**src/common/cgc_pkg.sv**
```systemverilog
package cgc_pkg;
    // register byte addresses on the wishbone slave
    localparam logic [7:0] CGC_ADDR_CONTROL = 8'h00;  // global control register
    localparam logic [7:0] CGC_ADDR_STATUS  = 8'h04;  // read-only status register
    // control field positions
    localparam int CGC_BIT_SOFT_RESET   = 0;
    localparam int CGC_BIT_ENABLE       = 1;
    localparam int CGC_BIT_TEST         = 2;
    localparam int CGC_BIT_LISTEN       = 3;
    localparam int CGC_BIT_SYNC_SELECT  = 4;
    localparam int CGC_BIT_TT_MODE      = 5;
    localparam int CGC_BIT_OVL_REQUEST  = 6;
    // status field positions
    localparam int CGC_BIT_ENABLE_STATE = 2;
    localparam int CGC_BIT_OVL_ACTIVE   = 6;
    // reset values
    localparam logic [7:0] CGC_CONTROL_RESET = 8'h00;
    // enable start-up delay in clock periods
    localparam int CGC_START_CYCLES = 2;

    // protocol-engine events seen by this block
    typedef struct packed {
        logic frame_active;  // a frame is on the bus (rx or tx)
        logic rx_msg_done;   // pulse: a message was received completely
        logic ovl_start;     // pulse: overload frame transmission begins
        logic ovl_active;    // level: overload frame being sent
        logic sof;           // pulse: start-of-frame bit
        logic eof_last;      // pulse: last bit of end-of-frame
    } cgc_evt_s;

    // control outputs to the protocol engine
    typedef struct packed {
        logic engine_run;    // state machine runs
        logic clk_gate_en;   // controller input clock enable
        logic rx_enable;     // receiver active
        logic listen_mode;   // listening mode active
        logic tt_mode;       // time-triggered mode active
        logic ovl_pending;   // overload frame to be sent after next rx
        logic timer_capture; // pulse: capture tt timer
        logic ctrl_reset;    // reset of the controller core
    } cgc_ctl_s;
endpackage

```
**src/cgc_global_control.sv**
```systemverilog
// Function
// overload request sends frame after next receive
// hardware clears overload request at frame start
// tt mode bit enables time-triggered features
// sync set: capture timer at eof last
// sync clear: capture timer at start-of-frame
// sync select ignored outside tt mode
// listen bit switches listening mode
// software keeps factory test bit cleared
// enable bit enables controller and clock
// disable waits for ongoing frame end
// standby leaves object channel enables alone
// standby holds transmit output recessive
// standby: receiver off, clock stopped
// registers stay accessible while disabled
// engine starts two clocks after enable
// soft reset bit clears itself
// soft reset ored with hardware reset
// controller comes up disabled after reset
// control register reads zero after reset
// status flag reports actual enabled state
// self-clearing bits read zero once started
//
// Added by the designer: the register addresses and the Wishbone interface to the registers.
module cgc_global_control (
    input  wire logic            clk_i,
    input  wire logic            rst_i,
    input  wire logic [7:0]      wb_adr_i,
    input  wire logic [7:0]      wb_dat_i,
    input  wire logic            wb_we_i,
    input  wire logic            wb_sel_i,
    input  wire logic            wb_cyc_i,
    input  wire logic            wb_stb_i,
    output logic      [7:0]      wb_dat_o,
    output logic                 wb_ack_o,
    input  wire cgc_pkg::cgc_evt_s evt_i,
    input  wire logic            tx_engine_i,
    output cgc_pkg::cgc_ctl_s    ctl_o,
    output logic                 can_tx_o
);
    import cgc_pkg::*;

    typedef enum logic [1:0] {ST_OFF, ST_START, ST_RUN, ST_DRAIN} cgc_state_e;

    logic [7:0] control;            // stored control bits
    cgc_state_e state;              // enable sequencer
    logic [1:0] start_cnt;          // start-up delay counter
    logic       soft_reset;         // one-cycle soft reset pulse
    logic       ovl_armed;          // request armed by rx completion, waiting overload start
    cgc_ctl_s   next_ctl;           // combinational control outputs

    // bus decode
    wire bus_req    = wb_cyc_i & wb_stb_i & ~wb_ack_o;
    wire ctrl_hit   = wb_adr_i == CGC_ADDR_CONTROL;
    wire stat_hit   = wb_adr_i == CGC_ADDR_STATUS;
    wire ctrl_write = bus_req & wb_we_i & wb_sel_i & ctrl_hit;
    wire core_reset = rst_i | soft_reset;
    wire enabled    = (state == ST_RUN) | (state == ST_DRAIN);
    wire clk_on     = state != ST_OFF;

    // status word: true enable state and overload activity
    wire [7:0] status_word = {1'b0, evt_i.ovl_active, 3'h0, enabled, 2'h0};
    // control word: self-clearing soft reset always reads zero
    wire [7:0] ctrl_word   = {control[7:1], 1'b0};
    wire [7:0] read_word   = ctrl_hit ? ctrl_word : (stat_hit ? status_word : 8'h00);

    // wishbone: one-cycle ack, unmapped reads return zero
    always_ff @(posedge clk_i) begin
        if (rst_i) begin
            wb_ack_o <= 1'b0;
            wb_dat_o <= 8'h00;
        end else begin
            wb_ack_o <= bus_req;
            wb_dat_o <= read_word;
        end
    end

    // soft reset pulse is generated from a write with bit 0 set
    always_ff @(posedge clk_i) begin
        if (rst_i) begin
            soft_reset <= 1'b0;
        end else begin
            soft_reset <= ctrl_write & wb_dat_i[CGC_BIT_SOFT_RESET];
        end
    end

    // control register; a hw clear of the overload bit loses to a sw write
    // since sw setting it in the same cycle is a new request
    always_ff @(posedge clk_i) begin
        if (core_reset) begin
            control <= CGC_CONTROL_RESET;
        end else if (ctrl_write) begin
            control <= {1'b0, wb_dat_i[6:1], 1'b0};
        end else if (evt_i.ovl_start & ovl_armed) begin
            control[CGC_BIT_OVL_REQUEST] <= 1'b0;
        end
    end

    // overload arming: wait for next completed reception
    always_ff @(posedge clk_i) begin
        if (core_reset) begin
            ovl_armed <= 1'b0;
        end else if (ctrl_write & ~wb_dat_i[CGC_BIT_OVL_REQUEST]) begin
            ovl_armed <= 1'b0;
        end else if (control[CGC_BIT_OVL_REQUEST] & evt_i.rx_msg_done) begin
            ovl_armed <= 1'b1;
        end else if (evt_i.ovl_start) begin
            ovl_armed <= 1'b0;
        end
    end

    // enable sequencer: start delay and drain of an ongoing frame
    always_ff @(posedge clk_i) begin
        if (core_reset) begin
            state     <= ST_OFF;
            start_cnt <= 2'h0;
        end else begin
            unique case (state)
                ST_OFF: begin
                    start_cnt <= 2'h0;
                    if (control[CGC_BIT_ENABLE]) begin
                        state <= ST_START;
                    end
                end
                ST_START: begin
                    // clock already running, engine held for two periods
                    start_cnt <= start_cnt + 2'h1;
                    if (!control[CGC_BIT_ENABLE]) begin
                        state <= ST_OFF;
                    end else if (start_cnt == 2'(CGC_START_CYCLES - 1)) begin
                        state <= ST_RUN;
                    end
                end
                ST_RUN: begin
                    if (!control[CGC_BIT_ENABLE]) begin
                        state <= ST_DRAIN;
                    end
                end
                ST_DRAIN: begin
                    // object channel enables are never touched here
                    if (control[CGC_BIT_ENABLE]) begin
                        state <= ST_RUN;
                    end else if (!evt_i.frame_active) begin
                        state <= ST_OFF;
                    end
                end
            endcase
        end
    end

    // control outputs to the engine
    always_comb begin
        next_ctl               = '0;
        next_ctl.engine_run    = enabled;
        next_ctl.clk_gate_en   = clk_on;
        next_ctl.rx_enable     = enabled;
        next_ctl.listen_mode   = control[CGC_BIT_LISTEN];
        next_ctl.tt_mode       = control[CGC_BIT_TT_MODE];
        next_ctl.ovl_pending   = ovl_armed;
        next_ctl.ctrl_reset    = core_reset;
        // capture point chosen by sync select, only in tt mode
        next_ctl.timer_capture = control[CGC_BIT_TT_MODE] & enabled &
            (control[CGC_BIT_SYNC_SELECT] ? evt_i.eof_last : evt_i.sof);
    end

    // registered outputs; transmit pin recessive whenever not enabled
    always_ff @(posedge clk_i) begin
        if (rst_i) begin
            ctl_o    <= '0;
            can_tx_o <= 1'b1;
        end else begin
            ctl_o    <= next_ctl;
            can_tx_o <= enabled ? (tx_engine_i | control[CGC_BIT_LISTEN]) : 1'b1;
        end
    end
endmodule

```
**config.mk**
```make
export PLATFORM = sky130hd
export DESIGN_NAME = cgc_global_control
export DESIGN_NICKNAME = d
export VERILOG_FILES = /design/src/common/cgc_pkg.sv /design/src/cgc_global_control.sv
export SDC_FILE = /design/constraint.sdc
export NUM_CORES = 1
export LEC_CHECK = 0
export BUFFER_PORTS_ARGS = -buffer_cell sky130_fd_sc_hd__clkbuf_2
export CORE_ASPECT_RATIO = 0.5
export CORE_MARGIN = 8
export CORE_UTILIZATION = 30
export DETAILED_ROUTE_END_ITERATION = 7
export GPL_ROUTABILITY_DRIVEN = 0
export GPL_TIMING_DRIVEN = 0
export SLEW_MARGIN = 25
export SYNTH_ARGS = -nofsm -noshare
export SYNTH_HDL_FRONTEND = slang
export SYNTH_SLANG_ARGS = --single-unit
export TNS_END_PERCENT = 50
```
**constraint.sdc**
```tcl
create_clock -name clk_i -period 3.8 [get_ports clk_i]
set_input_delay 0.76 -clock clk_i [delete_from_list [all_inputs] [get_ports clk_i]]
set_output_delay 0.76 -clock clk_i [all_outputs]
set_load 0.05 [all_outputs]
```
==> run metrics, run 1 <==
total track usage=8.32%; first drt pass iteration count=4; clk slew on worst S/H paths=0.09 ns; setup TNS=0 ns; Post CTS Setup Buffer Count=0; # fillers=358; cts bufs inserted=3; final setup vio count=0; Seq cells post-synth=27; Syn Inst Count=106; cell taking the most area after synthesis=dfxtp_1; share of cells above drive strength 1=35.7%; pwr dens=358 nW/um2; TritonCTS Sinks=27; Slew Viols, Final=0; DP Wirelength=1.81 mm; fin crit share=54.1%; Initial Utilization=30.6%; Syn Area/Cell=9.63 um2; multi-input logic area=439 um2; Hold Startpoint=control[2]; unrepaired setup endpoints after global routing=no; Leak=0.609 nW; fin crit period=2.06 ns; skew final=0.00293 ns; Arrival @ worst endpoint=2.26 ns; pin count of the biggest net entering global routing=16; vias post-DR=832; hold endpoint=control[2]; routed len/inst=11.5 um; die area=5640 um2; I/O pin count=47; Root Driver=clkbuf_8; CP max FO=7; max_cap viols=0; clock buffer depth=2; DIE WIDTH=98.5 um; CP Capture Type=register; mapped cell area=1020 um2; dominant cells by area after synthesis=dfxtp_1 53%, mux2i_1 7.8%, nand2_1 6.3%, nor2_1 3.3%, nor2b_1 3.1%; # hold bufs at CTS=0; gr ovfl total=0; Core ar.=3340 um2; Ys Warns=0; nets=185; post-synthesis sequential area ratio=52.9%; storage element area=541 um2; slowest CP cell=nor4_4; Worst-Skew Late Latency=0.27 ns; port bufs=43; Max-Slew Margin vs Limit=51.1%; fmax=486 MHz; Area Growth Syn to Fin=31.1%; worst hold path type=register to register; Hold Path Depth=2; post-route antenna net violation count=0; final hold slack=0.460 ns; Via density=4.24; Ant. Diodes=0; worst r2r src=wb_ack_o; Critical Path Start Type=primary input; crit-path max cell delay=0.63 ns; post-synth top area share=52.9%; number of global-route vias before repair=837; final wirelength=2.26 mm; peak supply drop=0.134 mV; detailed router's first-iteration violation count=40; crit-path cells=clkbuf_2 > or4_4 > nor4_4 > mux2i_1; r2r worst-path depth=3; buffers and inverters on the worst path=1; CP required=4.01 ns; CP Class=primary input to register; initial antenna violation count=0; commonest non-fill, non-tap cell in the layout=clkbuf_2; Final Hold Vio Count=0; r2r setup slk=2.37 ns; first-pass GRT wire length=3.73 mm; Die Span Y=57.3 um; number of distinct library cells after synthesis=27; H-Tree Level Count=1; Site Rows=15; Worst-Margin Slew=0.727 ns; most frequent cells in the layout=43 x clkbuf_2, 27 x dfxtp_1, 17 x nand2_1; TritonCTS clock tree=done; status=completed; Top delay family on crit path=simple AND/OR/NAND/NOR gates; DRC=0; post_cts resized=0; reg-to-reg critical path endpoint=control[4]
==> cells by family after synthesis <==
logic type | share of synthesized area [%]
AND/OR/NAND/NOR | 27.7
buffers and inverters | 4.41
adder cells (fa/ha/maj) | 1.23
flip-flops | 52.9
AO/OA/AOI/OAI | 4.41
multiplexers | 8.95
other | 0.367
==> cells in the mapped netlist (all sizes together) <==
cell,instances
a21o,1
and3,2
nor4,2
nand3,1
clkbuf,3
nand3b,4
nor2,9
and2,4
dfxtp,27
a22oi,2
nor2b,5
conb,1
or4,1
nand2,17
nand2b,1
ha,1
mux2i,8
nor3b,1
nor3,2
or3,1
buf,3
a21oi,3
inv,3
or2,2
mux2,1
a211oi,1
==> sequential cells by signal, summed over array words and instances, names as in the netlist, named ones only <==
signal and count:
can_tx_o 1, control 6, ctl_o 7, ovl_armed 1
soft_reset 1, start_cnt 2, state 1, wb_ack_o 1
wb_dat_o 6
==> layer usage <==
| metal | wire, um | track usage, % | vias to the layer above |
|---|---|---|---|
| li1 | - | - | 440 |
| met1 | 949 | 8.64 | 377 |
| met2 | 1200 | 15.3 | 13 |
| met3 | 80 | 2.91 | 2 |
| met4 | 27 | 3.24 | 0 |
| met5 | 0 | 0 | - |
==> per-stage QoR <==
stage | setup WS (ns) | total power [W] | util (%) | instances | cell area (um2)
after floorplan | 1.69 | 0.000308 | - | 107 | 1020
after global placement | 1.45 | 0.000325 | 38.7 | 192 | 1290
after detailed placement | 1.44 | 0.000326 | 38.7 | 192 | 1290
after CTS | 1.73 | 0.000484 | 40.1 | 196 | 1340
after global routing | 1.67 | 0.000502 | 40.1 | 196 | 1340
final | 1.74 | 0.000479 | 40.1 | 196 | 1340
==> cell type report <==
cell class	count	share of cell area [%]
Inverter	3	0.841
Tap cell	42	3.93
Sequential cell	27	40.4
Timing Repair Buffer	43	16.1
Multi-Input combinational cell	71	32.8
Buffer	6	2.52
Clock buffer	3	3.08
Clock inverter	1	0.374
==> where the power goes <==
| part | internal, W | switching, W |
|---|---|---|
| sequential | 0.000283 | 0.000000223 |
| combinational | 0.0000161 | 0.0000194 |
| clock | 0.0000734 | 0.0000866 |
==> worst reg2reg max path, stage by stage (launching register included) <==
cell and delay (ns):
dfxtp_1 0.32, nand3b_1 0.23, nor4_4 0.59, mux2i_1 0.24
==> worst max path at each step <==
stage / slack (ns) / cells after the start / endpoint / start
after floorplan: 1.69 / 3 / control[1] / wb_adr_i[0]
after global placement: 1.45 / 4 / ovl_armed / wb_adr_i[0]
after detailed placement: 1.44 / 4 / ovl_armed / wb_adr_i[0]
after CTS: 1.73 / 4 / ovl_armed / wb_adr_i[0]
after global routing: 1.67 / 4 / control[1] / wb_adr_i[0]
final: 1.74 / 4 / control[4] / wb_adr_i[0]
Power figures use the tool's default switching activity.
==> run 2: changes to the inputs <==
- ABC_AREA: unset -> 1
- clock period: 3.8 -> 1.8 ns (I/O delays scaled with it)
==> run 2 against run 1 <==
  * Setup slack worse by 1.3 ns
  * Sequential power is 140% higher
  * Sequential share of layout area shrank 2.5 points
  * Non-clock buffer count did not move
  * Flip-flop and latch count unchanged
  * Synthesized cell count up 29%
  * Design area increased by 6.6%
==> run metrics, run 2 <==
status=completed; number of global-route vias before repair=1005; DRC=0; pin count of the biggest net entering global routing=17; Critical Path Start Type=register; Async SR Flop Fraction=0%; Die Span Y=58.7 um; CP required=1.44 ns; Top delay family on crit path=buffers and inverters; Worst-Skew Late Latency=0.27 ns; clk slew on worst S/H paths=0.10 ns; final instance area=1430 um2; Site Rows=15; clock buffer depth=2; number of distinct library cells after synthesis=22; cts bufs inserted=3; worst hold path type=primary input to register; final wirelength=2.61 mm; post_cts resized=0; Area Growth Syn to Fin=30.3%; DP Wirelength=2.09 mm; Syn Area/Cell=8.00 um2; CP max FO=2; skew final=0.00688 ns; crit-path cells=buf_4 > clkbuf_2; # hold bufs at CTS=0; total track usage=9.69%; Via density=4.25; cell taking the most area after synthesis=dfxtp_1; Final Hold Vio Count=0; TritonCTS Sinks=27; EDFF count, synth=0; Non-Filler Instances=236; Ant. Diodes=0; Ys Warns=0; largest registers=ctl_o: 7 flops, control: 6 flops, wb_dat_o: 6 flops; synth cell count leaders=27 x dfxtp_1, 24 x nor2_1, 23 x nand2_1; buffers and inverters on the worst path=2; port bufs=43; DIE WIDTH=101 um; share of cells above drive strength 1=35.7%; post-route antenna net violation count=0; # fillers=363; unrepaired setup endpoints after global routing=no; peak supply drop=0.276 mV; max_cap viols=0; initial antenna violation count=0; most frequent cells in the layout=43 x clkbuf_2, 27 x dfxtp_1, 24 x nor2_1; die area=5960 um2; nets=216; slowest CP cell=dfxtp_1; storage element area=541 um2; Syn Inst Count=137; Largest Register=ctl_o; Initial Utilization=31.6%; Seq cells post-synth=27; setup TNS=0 ns; most common cell in the synthesized netlist=dfxtp_1; Core ar.=3470 um2; Post CTS Setup Buffer Count=0; Slew Viols, Final=0; first drt pass iteration count=4; crit-path max cell delay=0.34 ns; pwr dens=965 nW/um2; routed len/inst=11.0 um; commonest non-fill, non-tap cell in the layout=clkbuf_2; TritonCTS clock tree=done; detailed router's first-iteration violation count=32; final setup vio count=0; I/O pin count=47; Arrival @ worst endpoint=0.97 ns; first-pass GRT wire length=4.49 mm; post-synth top area share=49.3%; fmax=750 MHz; fin crit share=74.1%; placed cells=232; mapped cell area=1100 um2; CP Class=register to output port; multi-input logic area=460 um2; vias post-DR=1003; CP Capture Type=output port; Root Driver=clkbuf_8; gr ovfl total=0; post-synthesis sequential area ratio=49.3%; dominant cells by area after synthesis=dfxtp_1 49%, nor2_1 8.2%, nand2_1 7.9%, a21oi_1 5.0%, nand3b_1 4.1%; H-Tree Level Count=1; Largest register FFs=7; fin crit period=1.33 ns; most used flip-flop cell after synthesis=dfxtp_1; placed instance area=1380 um2; Leak=0.648 nW
run 2: changes by cell type after synthesis, moves of 5 or more:
cell     previous run  this run
nor2_1              9        24
a21oi_1             3        11
inv_1               3        11
mux2i_1             8         0
nand3_1             1         8
nand2_1            17        23
nor2b_1             5         0
run 2: kinds of logic (layout without fill, tap and decap cells):
| logic type | Yosys count | in the layout | share of synthesized area, % |
|---|---|---|---|
| compound gates | 16 | 16 | 8.56 |
| flops | 27 | 27 | 49.3 |
| buf+inv | 19 | 66 | 9.02 |
| other cells | 1 | 2 | 0.342 |
| simple gates | 73 | 73 | 31.6 |
| fa+ha+maj | 1 | 1 | 1.14 |
run 2: final cells by class:
class | count | share of cell area, %
Tap cell | 51 | 4.47
Multi-Input combinational cell | 92 | 32.3
Clock buffer | 3 | 2.89
Sequential cell | 27 | 37.9
Inverter | 13 | 3.42
Clock inverter | 1 | 0.526
Timing Repair Buffer | 43 | 15.1
Buffer | 6 | 3.51
run 2: per-stage QoR:
step / worst slack (ns) / util [%] / hold slack [ns] / power [W]
detailed placement: 0.494 / 39.7 / 0.450 / 0.00104
global route: 0.411 / 41.1 / 0.263 / 0.00147
floorplan: 0.518 / - / 0.419 / 0.000951
global placement: 0.524 / 39.7 / 0.439 / 0.00103
finish: 0.467 / 41.1 / 0.254 / 0.00138
CTS: 0.453 / 41.1 / 0.245 / 0.00140
run 2: per-layer routing:
| metal | part of all wire [%] | global-route usage, % | wire length, um |
|---|---|---|---|
| met5 | 0 | 0 | 0 |
| met3 | 5.8 | 3.29 | 150 |
| met4 | 1.3 | 4.40 | 34 |
| met1 | 40 | 9.83 | 1030 |
| met2 | 53 | 17.8 | 1390 |
run 2: path summary, 6_finish.rpt:
kind / startpoint / slack (ns) / cells after the start / end
setup reg to reg: wb_ack_o / 0.69 / 7 / control[2]
hold / removal: tx_engine_i / 0.25 / 3 / can_tx_o
setup / recovery: ctl_o[5] / 0.47 / 2 / ctl_o[7]
hold reg to reg: control[5] / 0.46 / 2 / ctl_o[1]
run 2: worst reg2reg max path, delay by kind of cell (launching register included):
| family | cells | cell delay (ns) |
|---|---|---|
| buffers and inverters | 2 | 0.26 |
| AND/OR/NAND/NOR | 5 | 0.44 |
| flip-flops | 1 | 0.32 |
run 2: report_power, final:
group,switching [W],internal (W),total (W)
combinational,0.000222,0.000123,0.000345
sequential,0.0000400,0.000643,0.000683
clock,0.000193,0.000157,0.000350
==> run 3: changes to the inputs <==
- clock period: 1.8 -> 1.26 ns (I/O delays scaled with it)
==> run 3 against run 2 <==
  * Count of clock-buffer cells in the layout stayed put
  * Sequential share of layout area is 0.054 points higher
  * Critical endpoint unchanged
  * Clock power is 41% higher
  * Flip-flop and latch count stayed put
  * First-iteration DRC count is 31% lower
  * Core utilization hardly changed
  * Wire length is 2.0% lower
  * Die area stayed put
  * Largest cell class unchanged
  * Via count hardly changed
  * Setup slack worse by 0.41 ns
==> run metrics, run 3 (synthesis gave the netlist of run 2 again) <==
status=completed; DRC=0; die area=5960 um2; hold endpoint=can_tx_o; Initial Utilization=31.6%; Area Growth Syn to Fin=30.4%; pin count of the biggest net entering global routing=16; Ant. Diodes=0; CP Capture Type=output port; max_cap viols=0; Sw Share=32.9%; post-route antenna net violation count=0; fin crit share=95.8%; final wirelength=2.56 mm; Worst-Skew Late Latency=0.27 ns; Via density=4.25; r2r setup slk=0.20 ns; Global Route met3 Usage=3.29%; met1 Resource Use GR=9.34%; port bufs=43; Slew Viols, Final=0; Arrival @ worst endpoint=0.95 ns; pwr dens=1370 nW/um2; setup TNS=0 ns; share of cells above drive strength 1=36.8%; Final Hold Vio Count=0; TritonCTS Sinks=27; Site Rows=15; I/O pin count=47; Post CTS Setup Buffer Count=0; worst hold path type=primary input to register; Leak=0.653 nW; Net Sw Power=0.000644 W; first-pass GRT wire length=4.24 mm; largest registers=ctl_o: 7 flops, control: 6 flops, wb_dat_o: 6 flops; worst r2r src=wb_ack_o; number of global-route vias before repair=935; final setup vio count=0; gr ovfl total=0; Hold Startpoint=tx_engine_i; CP max FO=2; TritonCTS clock tree=done; Die Span Y=58.7 um; cts bufs inserted=3; storage element area=542 um2; first drt pass iteration count=4; clock group share of total power=25.2%; Largest Register=ctl_o; total track usage=9.13%; vias post-DR=1002; routing usage on met2=16.4%; DP Wirelength=2.06 mm; nets=216; reg-to-reg critical path endpoint=control[1]; clock buffer depth=2; Comb power frac=24.9%; # hold bufs at CTS=0; fin crit period=1.21 ns; Largest register FFs=7; routed len/inst=10.8 um; initial antenna violation count=0; CP required=1.01 ns; r2r worst-path depth=7; fmax=829 MHz; Critical Path Start Type=register; most frequent cells in the layout=42 x clkbuf_2, 26 x dfxtp_1, 23 x nor2_1, 23 x nand2_1; unrepaired setup endpoints after global routing=no; final core utilization=41.2%; Final Power=0.00196 W; detailed router's first-iteration violation count=22; commonest non-fill, non-tap cell in the layout=clkbuf_2; Hold Path Depth=3; H-Tree Level Count=1; peak supply drop=0.468 mV; # fillers=367; clk slew on worst S/H paths=0.09 ns; Sequential Power Share=49.9%; CP Class=register to output port; Internal Dissipation=0.00132 W; DIE WIDTH=101 um; Core ar.=3470 um2; skew final=0.00450 ns; Root Driver=clkbuf_8; gr busiest metal=met2; multi-input logic area=463 um2
## run 3: cell count changes in the layout (fill, tap and decap cells not counted)
cell	before	now
buf_2	1	2
clkbuf_2	43	42
clkinv_2	0	1
clkinvlp_4	1	0
dfxtp_1	27	26
dfxtp_2	0	1
nor2_1	24	23
nor2_2	4	5
## run 3: worst max path at each step
stage | start | endpoint | slack, ns | cells after the start
2_1_floorplan | ctl_o[5] | ctl_o[7] | 0.11 | 1
3_3_place_gp | wb_adr_i[1] | control[4] | 0.09 | 8
3_5_place_dp | wb_adr_i[1] | control[4] | 0.07 | 8
4_1_cts | ctl_o[5] | ctl_o[7] | 0.02 | 2
5_1_grt | ctl_o[5] | ctl_o[7] | 0.002 | 2
6_report | ctl_o[5] | ctl_o[7] | 0.05 | 2
## run 3: power by group through the flow
stage | Sequential, W | Combinational, W | Clock [W]
3_3_place_gp | 0.000996 | 0.000480 | 0
4_1_cts | 0.000977 | 0.000488 | 0.000508
3_5_place_dp | 0.000996 | 0.000486 | 0
2_1_floorplan | 0.00107 | 0.000292 | 0
5_1_grt | 0.000984 | 0.000546 | 0.000540
6_report | 0.000977 | 0.000489 | 0.000493
## run 3: through the flow
stage | hold WS (ns) | instance area (um2) | std cells | worst slack, ns
after floorplan | 0.338 | 1100 | 138 | 0.114
after global placement | 0.440 | 1380 | 232 | 0.0938
after detailed placement | 0.445 | 1380 | 232 | 0.0714
after CTS | 0.152 | 1430 | 236 | 0.0227
after global routing | 0.150 | 1430 | 236 | 0.00249
final | 0.159 | 1430 | 236 | 0.0535
## run 3: per-layer routing
metal / part of all wire (%) / vias up
li1: - / 526
met1: 41 / 453
met2: 52 / 19
met3: 5.2 / 4
met4: 1.6 / 0
met5: 0 / -
## run 3: final cells by class
cell class,instances,area share [%]
flip-flops and latches,27,37.9
multi-input cells,92,32.4
repair buffers,43,15.1
well taps,51,4.47
plain buffers,6,3.50
inverters,13,3.42
clock buffers,3,2.89
clock inverters,1,0.350
## run 3: timing repair
| action | in CTS | in global routing |
|---|---|---|
| endpoints found under the setup margin | 0 | 2 |
| gates resized for setup | 0 | 2 |
| endpoints found under the hold margin | 0 | 0 |
## run 3: worst max-delay path, cell delays in order (launching register included)
cell and delay, ns:
dfxtp_1 0.34, buf_4 0.10, buf_2 0.24
